`config.mk`:
```
export PLATFORM = sky130hd
export DESIGN_NAME = adc_output_mode_control
export DESIGN_NICKNAME = d
export VERILOG_FILES = /design/src/adc_out_pkg.sv /design/src/adc_output_mode_control.sv /design/src/clock_monitor.sv
export SDC_FILE = /design/constraint.sdc
export NUM_CORES = 1
export LEC_CHECK = 0
export BUFFER_PORTS_ARGS = -buffer_cell sky130_fd_sc_hd__buf_2
export CAP_MARGIN = 20
export CORE_MARGIN = 4
export CORE_UTILIZATION = 30
export DETAILED_ROUTE_END_ITERATION = 8
export GPL_TIMING_DRIVEN = 0
export SLEW_MARGIN = 20
export SYNTH_ARGS = -nofsm -noshare
export SYNTH_HDL_FRONTEND = slang
export SYNTH_HIERARCHICAL = 1
export SYNTH_SLANG_ARGS = --single-unit
```
`constraint.sdc`:
```
create_clock -name ref_clk -period 3.4 [get_ports ref_clk]
set_input_delay 0.17 -clock ref_clk [delete_from_list [all_inputs] [get_ports ref_clk]]
set_output_delay 0.17 -clock ref_clk [all_outputs]
set_load 0.1 [all_outputs]
```
`src/adc_out_pkg.sv`:
```
package adc_out_pkg;

    localparam int          SAMPLE_W        = 12;
    localparam logic [11:0] CODE_FULL_POS   = 12'hFFF;
    localparam logic [11:0] CODE_FULL_NEG   = 12'h000;
    localparam logic [11:0] CODE_TWOS_FLIP  = 12'h800;

    // Timing figures in their own units and the derived reference clock counts.
    localparam int REF_CLK_MHZ       = 200;
    localparam int SLOW_RATE_MSPS    = 2;
    localparam int SLOW_CYC          = REF_CLK_MHZ / SLOW_RATE_MSPS;
    localparam int DLL_MIN_RATE_MSPS = 60;
    localparam int DLL_MIN_CYC       = REF_CLK_MHZ / DLL_MIN_RATE_MSPS;
    localparam int HW_RESET_US       = 2;
    localparam int HW_RESET_CYC      = HW_RESET_US * REF_CLK_MHZ;
    localparam int LATENCY_HALF_CYC  = 35;
    localparam int PIPE_DEPTH        = (LATENCY_HALF_CYC - 1) / 2;
    localparam int PERIOD_W          = 8;
    localparam int HW_CNT_W          = 9;

    // Register map.
    localparam int         ADDR_W        = 8;
    localparam logic [7:0] ADDR_CTRL     = 8'h00;
    localparam logic [7:0] ADDR_STATUS   = 8'h04;
    localparam logic [7:0] ADDR_IRQ_STAT = 8'h08;
    localparam logic [7:0] ADDR_IRQ_MASK = 8'h0C;

    localparam int         CTRL_PDN_BIT   = 0;
    localparam int         CTRL_DLL_BIT   = 1;
    localparam int         CTRL_MAP_LSB   = 2;
    localparam int         CTRL_W         = 10;
    localparam logic [7:0] FMT_MAP_RESET  = 8'hB1;
    localparam logic [9:0] CTRL_RESET     = {FMT_MAP_RESET, 1'b1, 1'b0};

    localparam int MAP_RISE_BIT = 0;
    localparam int MAP_TWOS_BIT = 1;

    localparam int STAT_DLL_BIT  = 0;
    localparam int STAT_PD_BIT   = 1;
    localparam int STAT_SLOW_BIT = 2;
    localparam int STAT_RISE_BIT = 3;
    localparam int STAT_TWOS_BIT = 4;
    localparam int STAT_SEL_LSB  = 5;
    localparam int STAT_OE_BIT   = 7;

    localparam int EV_OVR      = 0;
    localparam int EV_AUTO_PD  = 1;
    localparam int EV_DLL_RATE = 2;
    localparam int EV_HW_RESET = 3;
    localparam int EV_W        = 4;

    typedef enum logic [2:0] {
        PWR_RUN       = 3'b001,
        PWR_SW_DOWN   = 3'b010,
        PWR_AUTO_DOWN = 3'b100
    } pwr_state_t;

endpackage

```
`src/adc_output_mode_control.sv`:
```
// The implementer's own choices: the strobed register port and the address map.
`timescale 1ns/100ps
module adc_output_mode_control
    import adc_out_pkg::*;
(
    input  wire logic                ref_clk,             // System clock, 200 MHz.
    input  wire logic                rst_n,               // Asynchronous reset, active low.
    input  wire logic                sample_clock_pos,    // Sampling clock true pin.
    input  wire logic                sample_clock_neg,    // Sampling clock complement pin.
    input  wire logic                hw_reset_pin,        // Hardware reset pin, active high.
    input  wire logic                output_enable_pin,   // Output enable pin, active high.
    input  wire logic [1:0]          format_select_input, // Digitised four-level format select.
    input  wire logic [SAMPLE_W-1:0] core_code,           // Offset binary code from the converter core.
    input  wire logic                core_over_pos,       // Positive overdrive from the core.
    input  wire logic                core_over_neg,       // Negative overdrive from the core.
    input  wire logic [ADDR_W-1:0]   reg_addr,            // Register byte address.
    input  wire logic [31:0]         reg_wdata,           // Register write data.
    input  wire logic                reg_wr,              // Register write strobe.
    input  wire logic                reg_rd,              // Register read strobe.
    output logic [31:0]              reg_rdata,           // Read data, valid the cycle after reg_rd.
    output logic [SAMPLE_W-1:0]      sample_word,         // Parallel sample output.
    output logic                     out_of_range_flag,   // Full-scale indicator.
    output logic                     data_ready_clock,    // Output clock for the receiver.
    output logic                     data_oe,             // Output enable of word, flag and clock.
    output logic                     dll_enable,          // Delay-lock loop enable to the core.
    output logic                     ref_only_mode,       // Core powered down except the reference.
    output logic                     irq                  // Level interrupt.
);

    localparam int PIN_W = 4 + SAMPLE_W + 2;

    logic [PIN_W-1:0]          pin_s1_reg;
    logic [PIN_W-1:0]          pin_s2_reg;
    logic                      hw_pin;
    logic                      oe_pin;
    logic [1:0]                fmt_sel;
    logic [SAMPLE_W-1:0]       code_in;
    logic                      over_pos;
    logic                      over_neg;

    logic                      clk_level;
    logic                      rise_pulse;
    logic                      fall_pulse;
    logic                      clock_slow;
    logic [PERIOD_W-1:0]       period;

    logic [HW_CNT_W-1:0]       hw_cnt_reg;
    logic                      hw_rst;
    logic                      hw_rst_prev_reg;

    logic [CTRL_W-1:0]         ctrl_reg;
    logic [EV_W-1:0]           irq_stat_reg;
    logic [EV_W-1:0]           irq_mask_reg;
    logic [EV_W-1:0]           events;
    logic [EV_W-1:0]           w1c;

    pwr_state_t                pwr_reg;
    pwr_state_t                pwr_next;
    logic                      powered;

    logic [SAMPLE_W-1:0]       capture_reg;
    logic [SAMPLE_W-1:0]       pipe_reg [PIPE_DEPTH];
    logic [1:0]                entry;
    logic                      twos;
    logic                      rise_latch;
    logic                      out_update;

    // Pins from outside the clock domain pass two flip-flops first.
    always_ff @(posedge ref_clk or negedge rst_n) begin
        if (!rst_n) begin
            pin_s1_reg <= '0;
            pin_s2_reg <= '0;
        end else begin
            pin_s1_reg <= {hw_reset_pin, output_enable_pin, format_select_input, core_code,
                           core_over_pos, core_over_neg};
            pin_s2_reg <= pin_s1_reg;
        end
    end

    assign hw_pin   = pin_s2_reg[PIN_W-1];
    assign oe_pin   = pin_s2_reg[PIN_W-2];
    assign fmt_sel  = pin_s2_reg[PIN_W-3 -: 2];
    assign code_in  = pin_s2_reg[SAMPLE_W+1:2];
    assign over_pos = pin_s2_reg[1];
    assign over_neg = pin_s2_reg[0];

    clock_monitor u_clock_monitor (
        .ref_clk    (ref_clk),
        .rst_n      (rst_n),
        .clk_pos    (sample_clock_pos),
        .clk_neg    (sample_clock_neg),
        .clk_level  (clk_level),
        .rise_pulse (rise_pulse),
        .fall_pulse (fall_pulse),
        .clock_slow (clock_slow),
        .period     (period)
    );

    function automatic logic [1:0] map_entry(input logic [7:0] map, input logic [1:0] sel);
        return map[{sel, 1'b0} +: 2];
    endfunction

    function automatic logic [SAMPLE_W-1:0] to_format(input logic [SAMPLE_W-1:0] code, input logic is_twos);
        return is_twos ? (code ^ CODE_TWOS_FLIP) : code;
    endfunction

    // A hardware reset counts only once the pin has stayed high long enough.
    always_ff @(posedge ref_clk or negedge rst_n) begin
        if (!rst_n) begin
            hw_cnt_reg <= '0;
        end else if (!hw_pin) begin
            hw_cnt_reg <= '0;
        end else if (hw_cnt_reg != HW_CNT_W'(HW_RESET_CYC)) begin
            hw_cnt_reg <= hw_cnt_reg + HW_CNT_W'(1);
        end
    end

    assign hw_rst = hw_pin && (hw_cnt_reg == HW_CNT_W'(HW_RESET_CYC));

    always_ff @(posedge ref_clk or negedge rst_n) begin
        if (!rst_n) begin
            hw_rst_prev_reg <= 1'b0;
        end else begin
            hw_rst_prev_reg <= hw_rst;
        end
    end

    // Control register: power-down bit, loop enable and the format table.
    always_ff @(posedge ref_clk or negedge rst_n) begin
        if (!rst_n) begin
            ctrl_reg <= CTRL_RESET;
        end else if (hw_rst) begin
            ctrl_reg <= CTRL_RESET;
        end else if (reg_wr && reg_addr == ADDR_CTRL) begin
            ctrl_reg <= reg_wdata[CTRL_W-1:0];
        end
    end

    assign dll_enable = ctrl_reg[CTRL_DLL_BIT];

    always_comb begin
        pwr_next = pwr_reg;
        unique case (pwr_reg)
            PWR_RUN: begin
                if (ctrl_reg[CTRL_PDN_BIT]) begin
                    pwr_next = PWR_SW_DOWN;
                end else if (clock_slow) begin
                    pwr_next = PWR_AUTO_DOWN;
                end
            end
            PWR_SW_DOWN: begin
                if (!ctrl_reg[CTRL_PDN_BIT]) begin
                    pwr_next = clock_slow ? PWR_AUTO_DOWN : PWR_RUN;
                end
            end
            PWR_AUTO_DOWN: begin
                if (ctrl_reg[CTRL_PDN_BIT]) begin
                    pwr_next = PWR_SW_DOWN;
                end else if (!clock_slow) begin
                    pwr_next = PWR_RUN;
                end
            end
            default: begin
                pwr_next = PWR_RUN;
            end
        endcase
    end

    always_ff @(posedge ref_clk or negedge rst_n) begin
        if (!rst_n) begin
            pwr_reg <= PWR_RUN;
        end else if (hw_rst) begin
            pwr_reg <= PWR_RUN;
        end else begin
            pwr_reg <= pwr_next;
        end
    end

    assign powered       = (pwr_reg == PWR_RUN);
    assign ref_only_mode = (pwr_reg == PWR_SW_DOWN);

    // The core's clamped code is taken on the falling sampling edge.
    always_ff @(posedge ref_clk or negedge rst_n) begin
        if (!rst_n) begin
            capture_reg <= CODE_FULL_NEG;
        end else if (hw_rst) begin
            capture_reg <= CODE_FULL_NEG;
        end else if (fall_pulse && powered) begin
            if (over_pos) begin
                capture_reg <= CODE_FULL_POS;
            end else if (over_neg) begin
                capture_reg <= CODE_FULL_NEG;
            end else begin
                capture_reg <= code_in;
            end
        end
    end

    // Rising edges move samples along; half a cycle plus the depth gives the latency.
    always_ff @(posedge ref_clk or negedge rst_n) begin
        if (!rst_n) begin
            for (int i = 0; i < PIPE_DEPTH; i++) begin
                pipe_reg[i] <= CODE_FULL_NEG;
            end
        end else if (hw_rst) begin
            for (int i = 0; i < PIPE_DEPTH; i++) begin
                pipe_reg[i] <= CODE_FULL_NEG;
            end
        end else if (rise_pulse && powered) begin
            pipe_reg[0] <= capture_reg;
            for (int i = 1; i < PIPE_DEPTH; i++) begin
                pipe_reg[i] <= pipe_reg[i-1];
            end
        end
    end

    assign entry      = map_entry(ctrl_reg[CTRL_MAP_LSB +: 8], fmt_sel);
    assign twos       = entry[MAP_TWOS_BIT];
    assign rise_latch = entry[MAP_RISE_BIT];
    assign out_update = rise_pulse && powered;

    // Word and flag change together on the same sampling edge.
    always_ff @(posedge ref_clk or negedge rst_n) begin
        if (!rst_n) begin
            sample_word       <= '0;
            out_of_range_flag <= 1'b0;
        end else if (hw_rst) begin
            sample_word       <= '0;
            out_of_range_flag <= 1'b0;
        end else if (out_update) begin
            sample_word       <= to_format(pipe_reg[PIPE_DEPTH-1], twos);
            out_of_range_flag <= (pipe_reg[PIPE_DEPTH-1] == CODE_FULL_POS) ||
                                 (pipe_reg[PIPE_DEPTH-1] == CODE_FULL_NEG);
        end
    end

    // The data-ready edge chosen by the table sits mid-way through the data word.
    always_ff @(posedge ref_clk or negedge rst_n) begin
        if (!rst_n) begin
            data_ready_clock <= 1'b0;
        end else if (hw_rst || !powered) begin
            data_ready_clock <= 1'b0;
        end else begin
            data_ready_clock <= rise_latch ? ~clk_level : clk_level;
        end
    end

    always_ff @(posedge ref_clk or negedge rst_n) begin
        if (!rst_n) begin
            data_oe <= 1'b1;
        end else if (hw_rst) begin
            data_oe <= 1'b1;
        end else begin
            data_oe <= oe_pin && powered;
        end
    end

    // Sticky events; a new event wins over a clear in the same cycle.
    assign events[EV_OVR]      = out_update && out_of_range_flag;
    assign events[EV_AUTO_PD]  = (pwr_next == PWR_AUTO_DOWN) && (pwr_reg != PWR_AUTO_DOWN);
    assign events[EV_DLL_RATE] = rise_pulse && dll_enable && !clock_slow &&
                                 (period > PERIOD_W'(DLL_MIN_CYC));
    assign events[EV_HW_RESET] = hw_rst_prev_reg && !hw_rst;

    assign w1c = (reg_wr && reg_addr == ADDR_IRQ_STAT) ? reg_wdata[EV_W-1:0] : '0;

    always_ff @(posedge ref_clk or negedge rst_n) begin
        if (!rst_n) begin
            irq_stat_reg <= '0;
        end else begin
            irq_stat_reg <= (irq_stat_reg & ~w1c) | events;
        end
    end

    always_ff @(posedge ref_clk or negedge rst_n) begin
        if (!rst_n) begin
            irq_mask_reg <= '0;
        end else if (hw_rst) begin
            irq_mask_reg <= '0;
        end else if (reg_wr && reg_addr == ADDR_IRQ_MASK) begin
            irq_mask_reg <= reg_wdata[EV_W-1:0];
        end
    end

    assign irq = |(irq_stat_reg & irq_mask_reg);

    // Read data stand for exactly one cycle; unmapped addresses read zero.
    always_ff @(posedge ref_clk or negedge rst_n) begin
        if (!rst_n) begin
            reg_rdata <= '0;
        end else if (reg_rd) begin
            unique case (reg_addr)
                ADDR_CTRL: begin
                    reg_rdata <= {{(32-CTRL_W){1'b0}}, ctrl_reg};
                end
                ADDR_STATUS: begin
                    reg_rdata <= '0;
                    reg_rdata[STAT_DLL_BIT]        <= dll_enable;
                    reg_rdata[STAT_PD_BIT]         <= !powered;
                    reg_rdata[STAT_SLOW_BIT]       <= clock_slow;
                    reg_rdata[STAT_RISE_BIT]       <= rise_latch;
                    reg_rdata[STAT_TWOS_BIT]       <= twos;
                    reg_rdata[STAT_SEL_LSB +: 2]   <= fmt_sel;
                    reg_rdata[STAT_OE_BIT]         <= data_oe;
                end
                ADDR_IRQ_STAT: begin
                    reg_rdata <= {{(32-EV_W){1'b0}}, irq_stat_reg};
                end
                ADDR_IRQ_MASK: begin
                    reg_rdata <= {{(32-EV_W){1'b0}}, irq_mask_reg};
                end
                default: begin
                    reg_rdata <= '0;
                end
            endcase
        end else begin
            reg_rdata <= '0;
        end
    end

endmodule // adc_output_mode_control

```
`src/clock_monitor.sv`:
```
`timescale 1ns/100ps
module clock_monitor
    import adc_out_pkg::*;
(
    input  wire logic                ref_clk,      // System clock.
    input  wire logic                rst_n,        // Asynchronous reset, active low.
    input  wire logic                clk_pos,      // Sampling clock, true pin.
    input  wire logic                clk_neg,      // Sampling clock, complement pin.
    output logic                     clk_level,    // Synchronised sampling clock level.
    output logic                     rise_pulse,   // One-cycle pulse, three cycles after a rising edge.
    output logic                     fall_pulse,   // One-cycle pulse, three cycles after a falling edge.
    output logic                     clock_slow,   // No rising edge within the slow limit.
    output logic [PERIOD_W-1:0]      period        // Last measured period in cycles.
);

    logic [1:0]          pos_sync_reg;
    logic [1:0]          neg_sync_reg;
    logic                level_prev_reg;
    logic [PERIOD_W-1:0] cnt_reg;

    always_ff @(posedge ref_clk or negedge rst_n) begin
        if (!rst_n) begin
            pos_sync_reg <= 2'h0;
            neg_sync_reg <= 2'h0;
        end else begin
            pos_sync_reg <= {pos_sync_reg[0], clk_pos};
            neg_sync_reg <= {neg_sync_reg[0], clk_neg};
        end
    end

    // A single-ended clock with the complement pin grounded also works here.
    always_ff @(posedge ref_clk or negedge rst_n) begin
        if (!rst_n) begin
            clk_level      <= 1'b0;
            level_prev_reg <= 1'b0;
        end else begin
            clk_level      <= pos_sync_reg[1] & ~neg_sync_reg[1];
            level_prev_reg <= clk_level;
        end
    end

    assign rise_pulse = clk_level & ~level_prev_reg;
    assign fall_pulse = ~clk_level & level_prev_reg;

    always_ff @(posedge ref_clk or negedge rst_n) begin
        if (!rst_n) begin
            cnt_reg    <= '0;
            period     <= '0;
            clock_slow <= 1'b1;
        end else if (rise_pulse) begin
            cnt_reg    <= PERIOD_W'(1);
            period     <= cnt_reg;
            clock_slow <= 1'b0;
        end else if (cnt_reg >= PERIOD_W'(SLOW_CYC)) begin
            clock_slow <= 1'b1;
        end else begin
            cnt_reg <= cnt_reg + PERIOD_W'(1);
        end
    end

endmodule // clock_monitor

```
==> flow_metrics.py, run 1 <==
metrics = {
    "critical_path": {
        "cp_num_buf_inv": 1,
        "crit_family": "simple AND/OR/NAND/NOR gates",
        "ff2ff_path_depth": 5,
        "cp-start-kind": "register",
        "r2r-start": "pwr_reg[0]",
        "reg2reg_slack_ps": 500,
        "rr_endpoint": "pipe_reg[195]",
        "cpPeakStageDelay_ps": 680,
        "critPathSlowestCell": "nor3b_1",
        "cp-startpoint": "pwr_reg[0]",
        "crit_path_cell_trace": "nor3b_1 -> nand2_1 -> nor2_2 -> clkbuf_1 -> a22o_1",
        "critPathCapture": "pipe_reg[195]",
        "cp_num_cells": 5,
        "critical_path_class": "register to register",
        "end_kind": "register",
        "crit_arrival_ps": 3350,
        "worstPathRequired_ps": 3850,
        "crit_fanout": 10,
    },
    "synth": {
        "syn_avg_cell_area_um2": 12.4,
        "yosys_warnings": 6,
        "synth_cells": 994,
        "syn_area_mm2": 0.0124,
    },
    "cts": {
        "clk_pin_slew_ps": 60,
        "cts_sinks": 329,
        "root_buffer": "clkbuf_16",
        "cts.htree.levels": 2,
        "cts-buffers-inserted": 35,
        "cts_tree": "built",
        "clock_latency_ps": 520,
        "cts_buffer_depth": 3,
        "cts_resized": 0,
    },
    "sta": {
        "fin_crit_sh": 0.854,
        "finalHoldViolCount": 0,
        "clock_skew_ps": 23.6,
        "hold-worst-slack_ps": 46.0,
        "slew_violations": 0,
        "setup_slack_ps": 496,
        "slew-limit-headroom": 0.453,
        "finalSetupViolCount": 0,
        "worstMarginPinSlew_ps": 813,
        "rsz0062_at_grt": "false",
        "max_freq_ghz": 0.344,
        "period_minus_slack_ps": 2900,
    },
    "routing": {
        "drc": 0,
        "post_drt_wl_per_cell_um": 14.9,
        "avgViaCountPerCell": 4.76,
        "num_vias": 8162,
        "drt-total-wl_um": 25600,
        "drt_pass1_iterations": 5,
        "drtIter0Drc": 590,
        "ant_nets": 0,
    },
    "power_and_ir_drop": {
        "pwr-share-clk": 0.405,
        "internal_power_w": 0.00742,
        "power.share.sequential": 0.485,
        "switching_share": 0.249,
        "total_power_w": 0.00987,
        "powerDensity_mw_per_mm2": 653,
        "share_comb_of_total_power": 0.110,
        "vdd_drop_max_uv": 430,
        "switching_power_w": 0.00245,
        "p_leak_nw": 7.12,
    },
    "place": {
        "gp_congestion": 0.783,
        "place_ws_ps": 528,
        "portBuffers": 69,
        "hpwl_um": 17000,
    },
    "die": {
        "row_count": 74,
        "die_x_um": 211,
        "die_h_um": 211,
        "placeableCoreArea_mm2": 0.0408,
        "die_area_mm2": 0.0445,
        "initial_core_util": 0.303,
        "io_pins": 114,
    },
    "min_path": {
        "hp-class": "input port to register",
    },
    "final_layout": {
        "diodes": 0,
        "layout-drive-gt1-share": 0.177,
        "nets": 1226,
        "area_delta_synth_final_pct": 22.3,
        "utilization": 0.370,
        "largest_reg_flops": 204,
    },
    "grt": {
        "gr-total-overflow": 0,
        "grt_pass1_wl_um": 43500,
        "grt_usage": 0.117,
        "antenna_found_initial": 0,
        "grt_start_max_net_pins": 102,
        "grt_pass1_vias": 8131,
    },
    "run_status": {
        "status": "finished, final reports clean",
    },
    "run": {
        "maxCapViolations": 0,
    },
}
## metal layers
layer	global-route usage	part of all wire	wire, µm
met5	0	0	0
met4	0.0309	0.019	476
met3	0.0221	0.045	1150
met2	0.175	0.45	11600
met1	0.177	0.48	12400
## stage by stage
step	setup TNS [ps]	instances	instance area (µm²)
floorplan	0	1015	12400
global placement	-1290720	1616	13500
detailed placement	0	1619	13600
CTS	0	1716	15100
global route	0	1716	15100
finish	0	1716	15100
## worst min path at each step
| stage | from | endpoint | slack, ps | cells after the start |
|---|---|---|---|---|
| 2_1_floorplan | rst_n | capture_reg[0] | -130 | 0 |
| 3_3_place_gp | core_code[10] | pin_s1_reg[12] | 280 | 1 |
| 3_5_place_dp | rst_n | pipe_reg[127] | 250 | 1 |
| 4_1_cts | reg_addr[7] | reg_rdata[2] | 20 | 3 |
| 5_1_grt | reg_addr[7] | reg_rdata[2] | 50 | 3 |
| 6_report | reg_addr[7] | reg_rdata[2] | 50 | 3 |
## placed cells by master (no fill, tap or decap), types with 3 or more instances in the layout
master	n
a211oi_1	14
a21oi_1	76
a22o_1	160
and2_1	7
and3_1	7
buf_16	3
buf_2	97
buf_4	24
bufinv_16	4
clkbuf_1	42
clkbuf_16	37
clkbuf_8	9
clkinv_2	4
conb_1	22
dfrtp_1	321
dfstp_2	8
dlygate4sd3_1	34
ha_1	4
inv_1	7
mux2i_1	14
mux4_2	5
nand2_1	160
nand3_1	13
nand4_1	4
nor2_1	25
nor2b_1	4
nor3_1	9
nor4_1	4
nor4b_1	3
o21ai_0	12
o31ai_1	4
or4_4	3
xnor2_1	6
xor2_1	4
## cell type report
cell class                      count  area (µm²)
Timing Repair Buffer              106         778
Multi-Input combinational cell    586        3690
Clock buffer                       52        1070
Sequential cell                   329        8240
Inverter                            8        35.0
Fill cell                        3876       25700
Clock inverter                     11         164
Buffer                             92         479
Tap cell                          532         666
## worst min-delay path: cells and delay by family
family | cells | cell delay (ps)
buffers and inverters | 1 | 110
AND/OR/NAND/NOR | 2 | 240
## power by group through the flow
stage / sequential, W / combinational (W) / clock, W
3_5_place_dp: 0.00485 / 0.00106 / 0
2_1_floorplan: 0.00477 / 0.000767 / 0
4_1_cts: 0.00479 / 0.00110 / 0.00411
6_report: 0.00479 / 0.00108 / 0.00400
5_1_grt: 0.00485 / 0.00120 / 0.00427
3_3_place_gp: 0.00485 / 0.00102 / 0
## timing repair
action,4_1_cts,5_1_grt
setup buffers,0,0
endpoints found under the hold margin,131,0
hold buffers,34,0
Note: power is estimated with default switching activity, not from simulation.
==> inputs of run 2 (changes only) <==
--- a/config.mk
+++ b/config.mk
@@ -8,7 +8,7 @@
 export BUFFER_PORTS_ARGS = -buffer_cell sky130_fd_sc_hd__buf_2
 export CAP_MARGIN = 20
 export CORE_MARGIN = 4
-export CORE_UTILIZATION = 30
+export CORE_UTILIZATION = 35
 export DETAILED_ROUTE_END_ITERATION = 8
 export GPL_TIMING_DRIVEN = 0
 export SLEW_MARGIN = 20
==> flow_metrics.py, run 2 (same netlist as run 1, synthesis figures left out) <==
metrics = {
    "run": {
        "maxCapViolations": 0,
    },
    "cts": {
        "cts_buffer_depth": 3,
        "root_buffer": "clkbuf_16",
        "cts.htree.levels": 1,
        "clock_latency_ps": 540,
        "post_cts_buffers": 0,
        "clk_pin_slew_ps": 60,
        "cts_tree": "built",
        "cts_resized": 0,
        "cts_sinks": 329,
        "cts-buffers-inserted": 31,
    },
    "final_layout": {
        "nets": 1222,
        "area_delta_synth_final_pct": 19.2,
        "fin_cells": 1632,
        "diodes": 0,
        "layout-drive-gt1-share": 0.164,
        "layout_common_cells": "dfrtp_1, nand2_1, a22o_1",
        "multi_input_comb_area_mm2": 0.00369,
        "fillCellCount": 3250,
        "largest_reg_flops": 204,
        "mostFrequentLayoutCell": "dfrtp_1",
        "seq_area_mm2": 0.00824,
    },
    "routing": {
        "drc": 0,
        "avgViaCountPerCell": 4.89,
        "ant_nets": 0,
        "drtIter0Drc": 478,
        "drt-total-wl_um": 25200,
        "num_vias": 7980,
        "post_drt_wl_per_cell_um": 15.5,
        "drt_pass1_iterations": 5,
    },
    "sta": {
        "finalSetupViolCount": 0,
        "clock_skew_ps": 12.3,
        "fin_crit_sh": 0.819,
        "worstMarginPinSlew_ps": 847,
        "fin_tns_setup_ps": 0,
        "period_minus_slack_ps": 2780,
        "slew-limit-headroom": 0.430,
        "rsz0062_at_grt": "false",
        "max_freq_ghz": 0.359,
        "slew_violations": 0,
        "finalHoldViolCount": 0,
    },
    "critical_path": {
        "worstPathRequired_ps": 3830,
        "cp_num_buf_inv": 3,
        "crit_arrival_ps": 3210,
        "cpPeakStageDelay_ps": 670,
        "critical_path_class": "register to register",
        "cp-start-kind": "register",
        "end_kind": "register",
        "timing.critical_path.mode_cell": "clkbuf_1",
        "crit_fanout": 10,
        "critPathSlowestCell": "nor3b_1",
        "crit_path_cell_trace": "nor3b_1 -> and2_1 -> clkbuf_1 -> nor2_1 -> clkbuf_1 -> buf_2 -> a22o_1",
        "crit_family": "simple AND/OR/NAND/NOR gates",
    },
    "power_and_ir_drop": {
        "share_comb_of_total_power": 0.120,
        "vdd_drop_max_uv": 385,
        "internal_power_w": 0.00680,
        "powerDensity_mw_per_mm2": 617,
        "p_leak_nw": 6.98,
        "switching_share": 0.254,
        "power.share.sequential": 0.525,
        "pwr-share-clk": 0.356,
        "switching_power_w": 0.00231,
    },
    "min_path": {
        "hp-class": "input port to register",
    },
    "grt": {
        "grt_start_max_net_pins": 100,
        "antenna_found_initial": 0,
        "grt_pass1_vias": 8222,
        "grt_usage": 0.132,
        "grt_pass1_wl_um": 43000,
        "gr-total-overflow": 0,
    },
    "die": {
        "die_x_um": 196,
        "initial_core_util": 0.356,
        "placeableCoreArea_mm2": 0.0347,
        "die_h_um": 196,
        "io_pins": 114,
        "die_area_mm2": 0.0384,
        "row_count": 68,
    },
    "place": {
        "hpwl_um": 17100,
        "dpl.cell_count": 1542,
        "gp_congestion": 0.802,
        "portBuffers": 69,
    },
    "run_status": {
        "status": "finished, final reports clean",
    },
}
-- run 2: stage by stage --
| step | instance area, µm² | worst slack (ps) | hold slack (ps) | power, W | util |
|---|---|---|---|---|---|
| after global routing | 14700 | 358 | 48.2 | 0.00956 | 0.425 |
| after detailed placement | 13500 | 578 | 158 | 0.00591 | 0.388 |
| final | 14700 | 616 | 56.5 | 0.00910 | 0.425 |
| after CTS | 14700 | 562 | 12.8 | 0.00922 | 0.425 |
| after global placement | 13400 | -3960 | 278 | 0.00587 | 0.385 |
| after floorplan | 12400 | 613 | -126 | 0.00554 | - |
-- run 2: what timing repair did --
item                                   CTS  global route
setup endpoints to repair                0             0
hold buffers                            34             0
endpoints found under the hold margin  108             0
-- run 2: worst paths after layout --
path	from	end	slack [ps]	cells after the start
worst max register to register	pwr_reg[0]	pipe_reg[129]	620	7
worst min register to register	pin_s1_reg[10]	pin_s2_reg[10]	340	0
worst min-delay path	reg_addr[7]	irq_stat_reg[2]	60	4
worst max-delay path	pwr_reg[0]	pipe_reg[129]	620	7
min in group asynchronous	rst_n	u_clock_monitor/pos_sync_reg[0]	160	2
max in group asynchronous	rst_n	pipe_reg[85]	2080	4
-- run 2: layout make-up --
class	count	area share
clock inverter	5	0.00339
timing repair buffer	106	0.0528
inverter	8	0.00238
tap	455	0.0386
buffer	92	0.0325
clock buffer	51	0.0611
sequential	329	0.559
multi-input combinational	586	0.250
-- run 2: layer usage --
layer,share of wire,up-vias,global-route usage
met5,0,-,0
met4,0.017,0,0.0305
met3,0.034,30,0.0196
met2,0.47,122,0.213
met1,0.48,3990,0.192
li1,-,3838,-
-- run 2: power groups by stage --
stage / clock network [W] / registers (W) / logic [W]
2_1_floorplan: 0 / 0.00477 / 0.000767
3_3_place_gp: 0 / 0.00484 / 0.00103
3_5_place_dp: 0 / 0.00484 / 0.00106
4_1_cts: 0.00334 / 0.00478 / 0.00110
5_1_grt: 0.00350 / 0.00484 / 0.00122
6_report: 0.00324 / 0.00478 / 0.00109
-- run 2: worst reg2reg max path, delay by kind of cell, from the launching register on --
family	cells	cell delay [ps]
AO/OA/AOI/OAI	1	210
buffers and inverters	3	810
flip-flops	1	560
AND/OR/NAND/NOR	3	1110
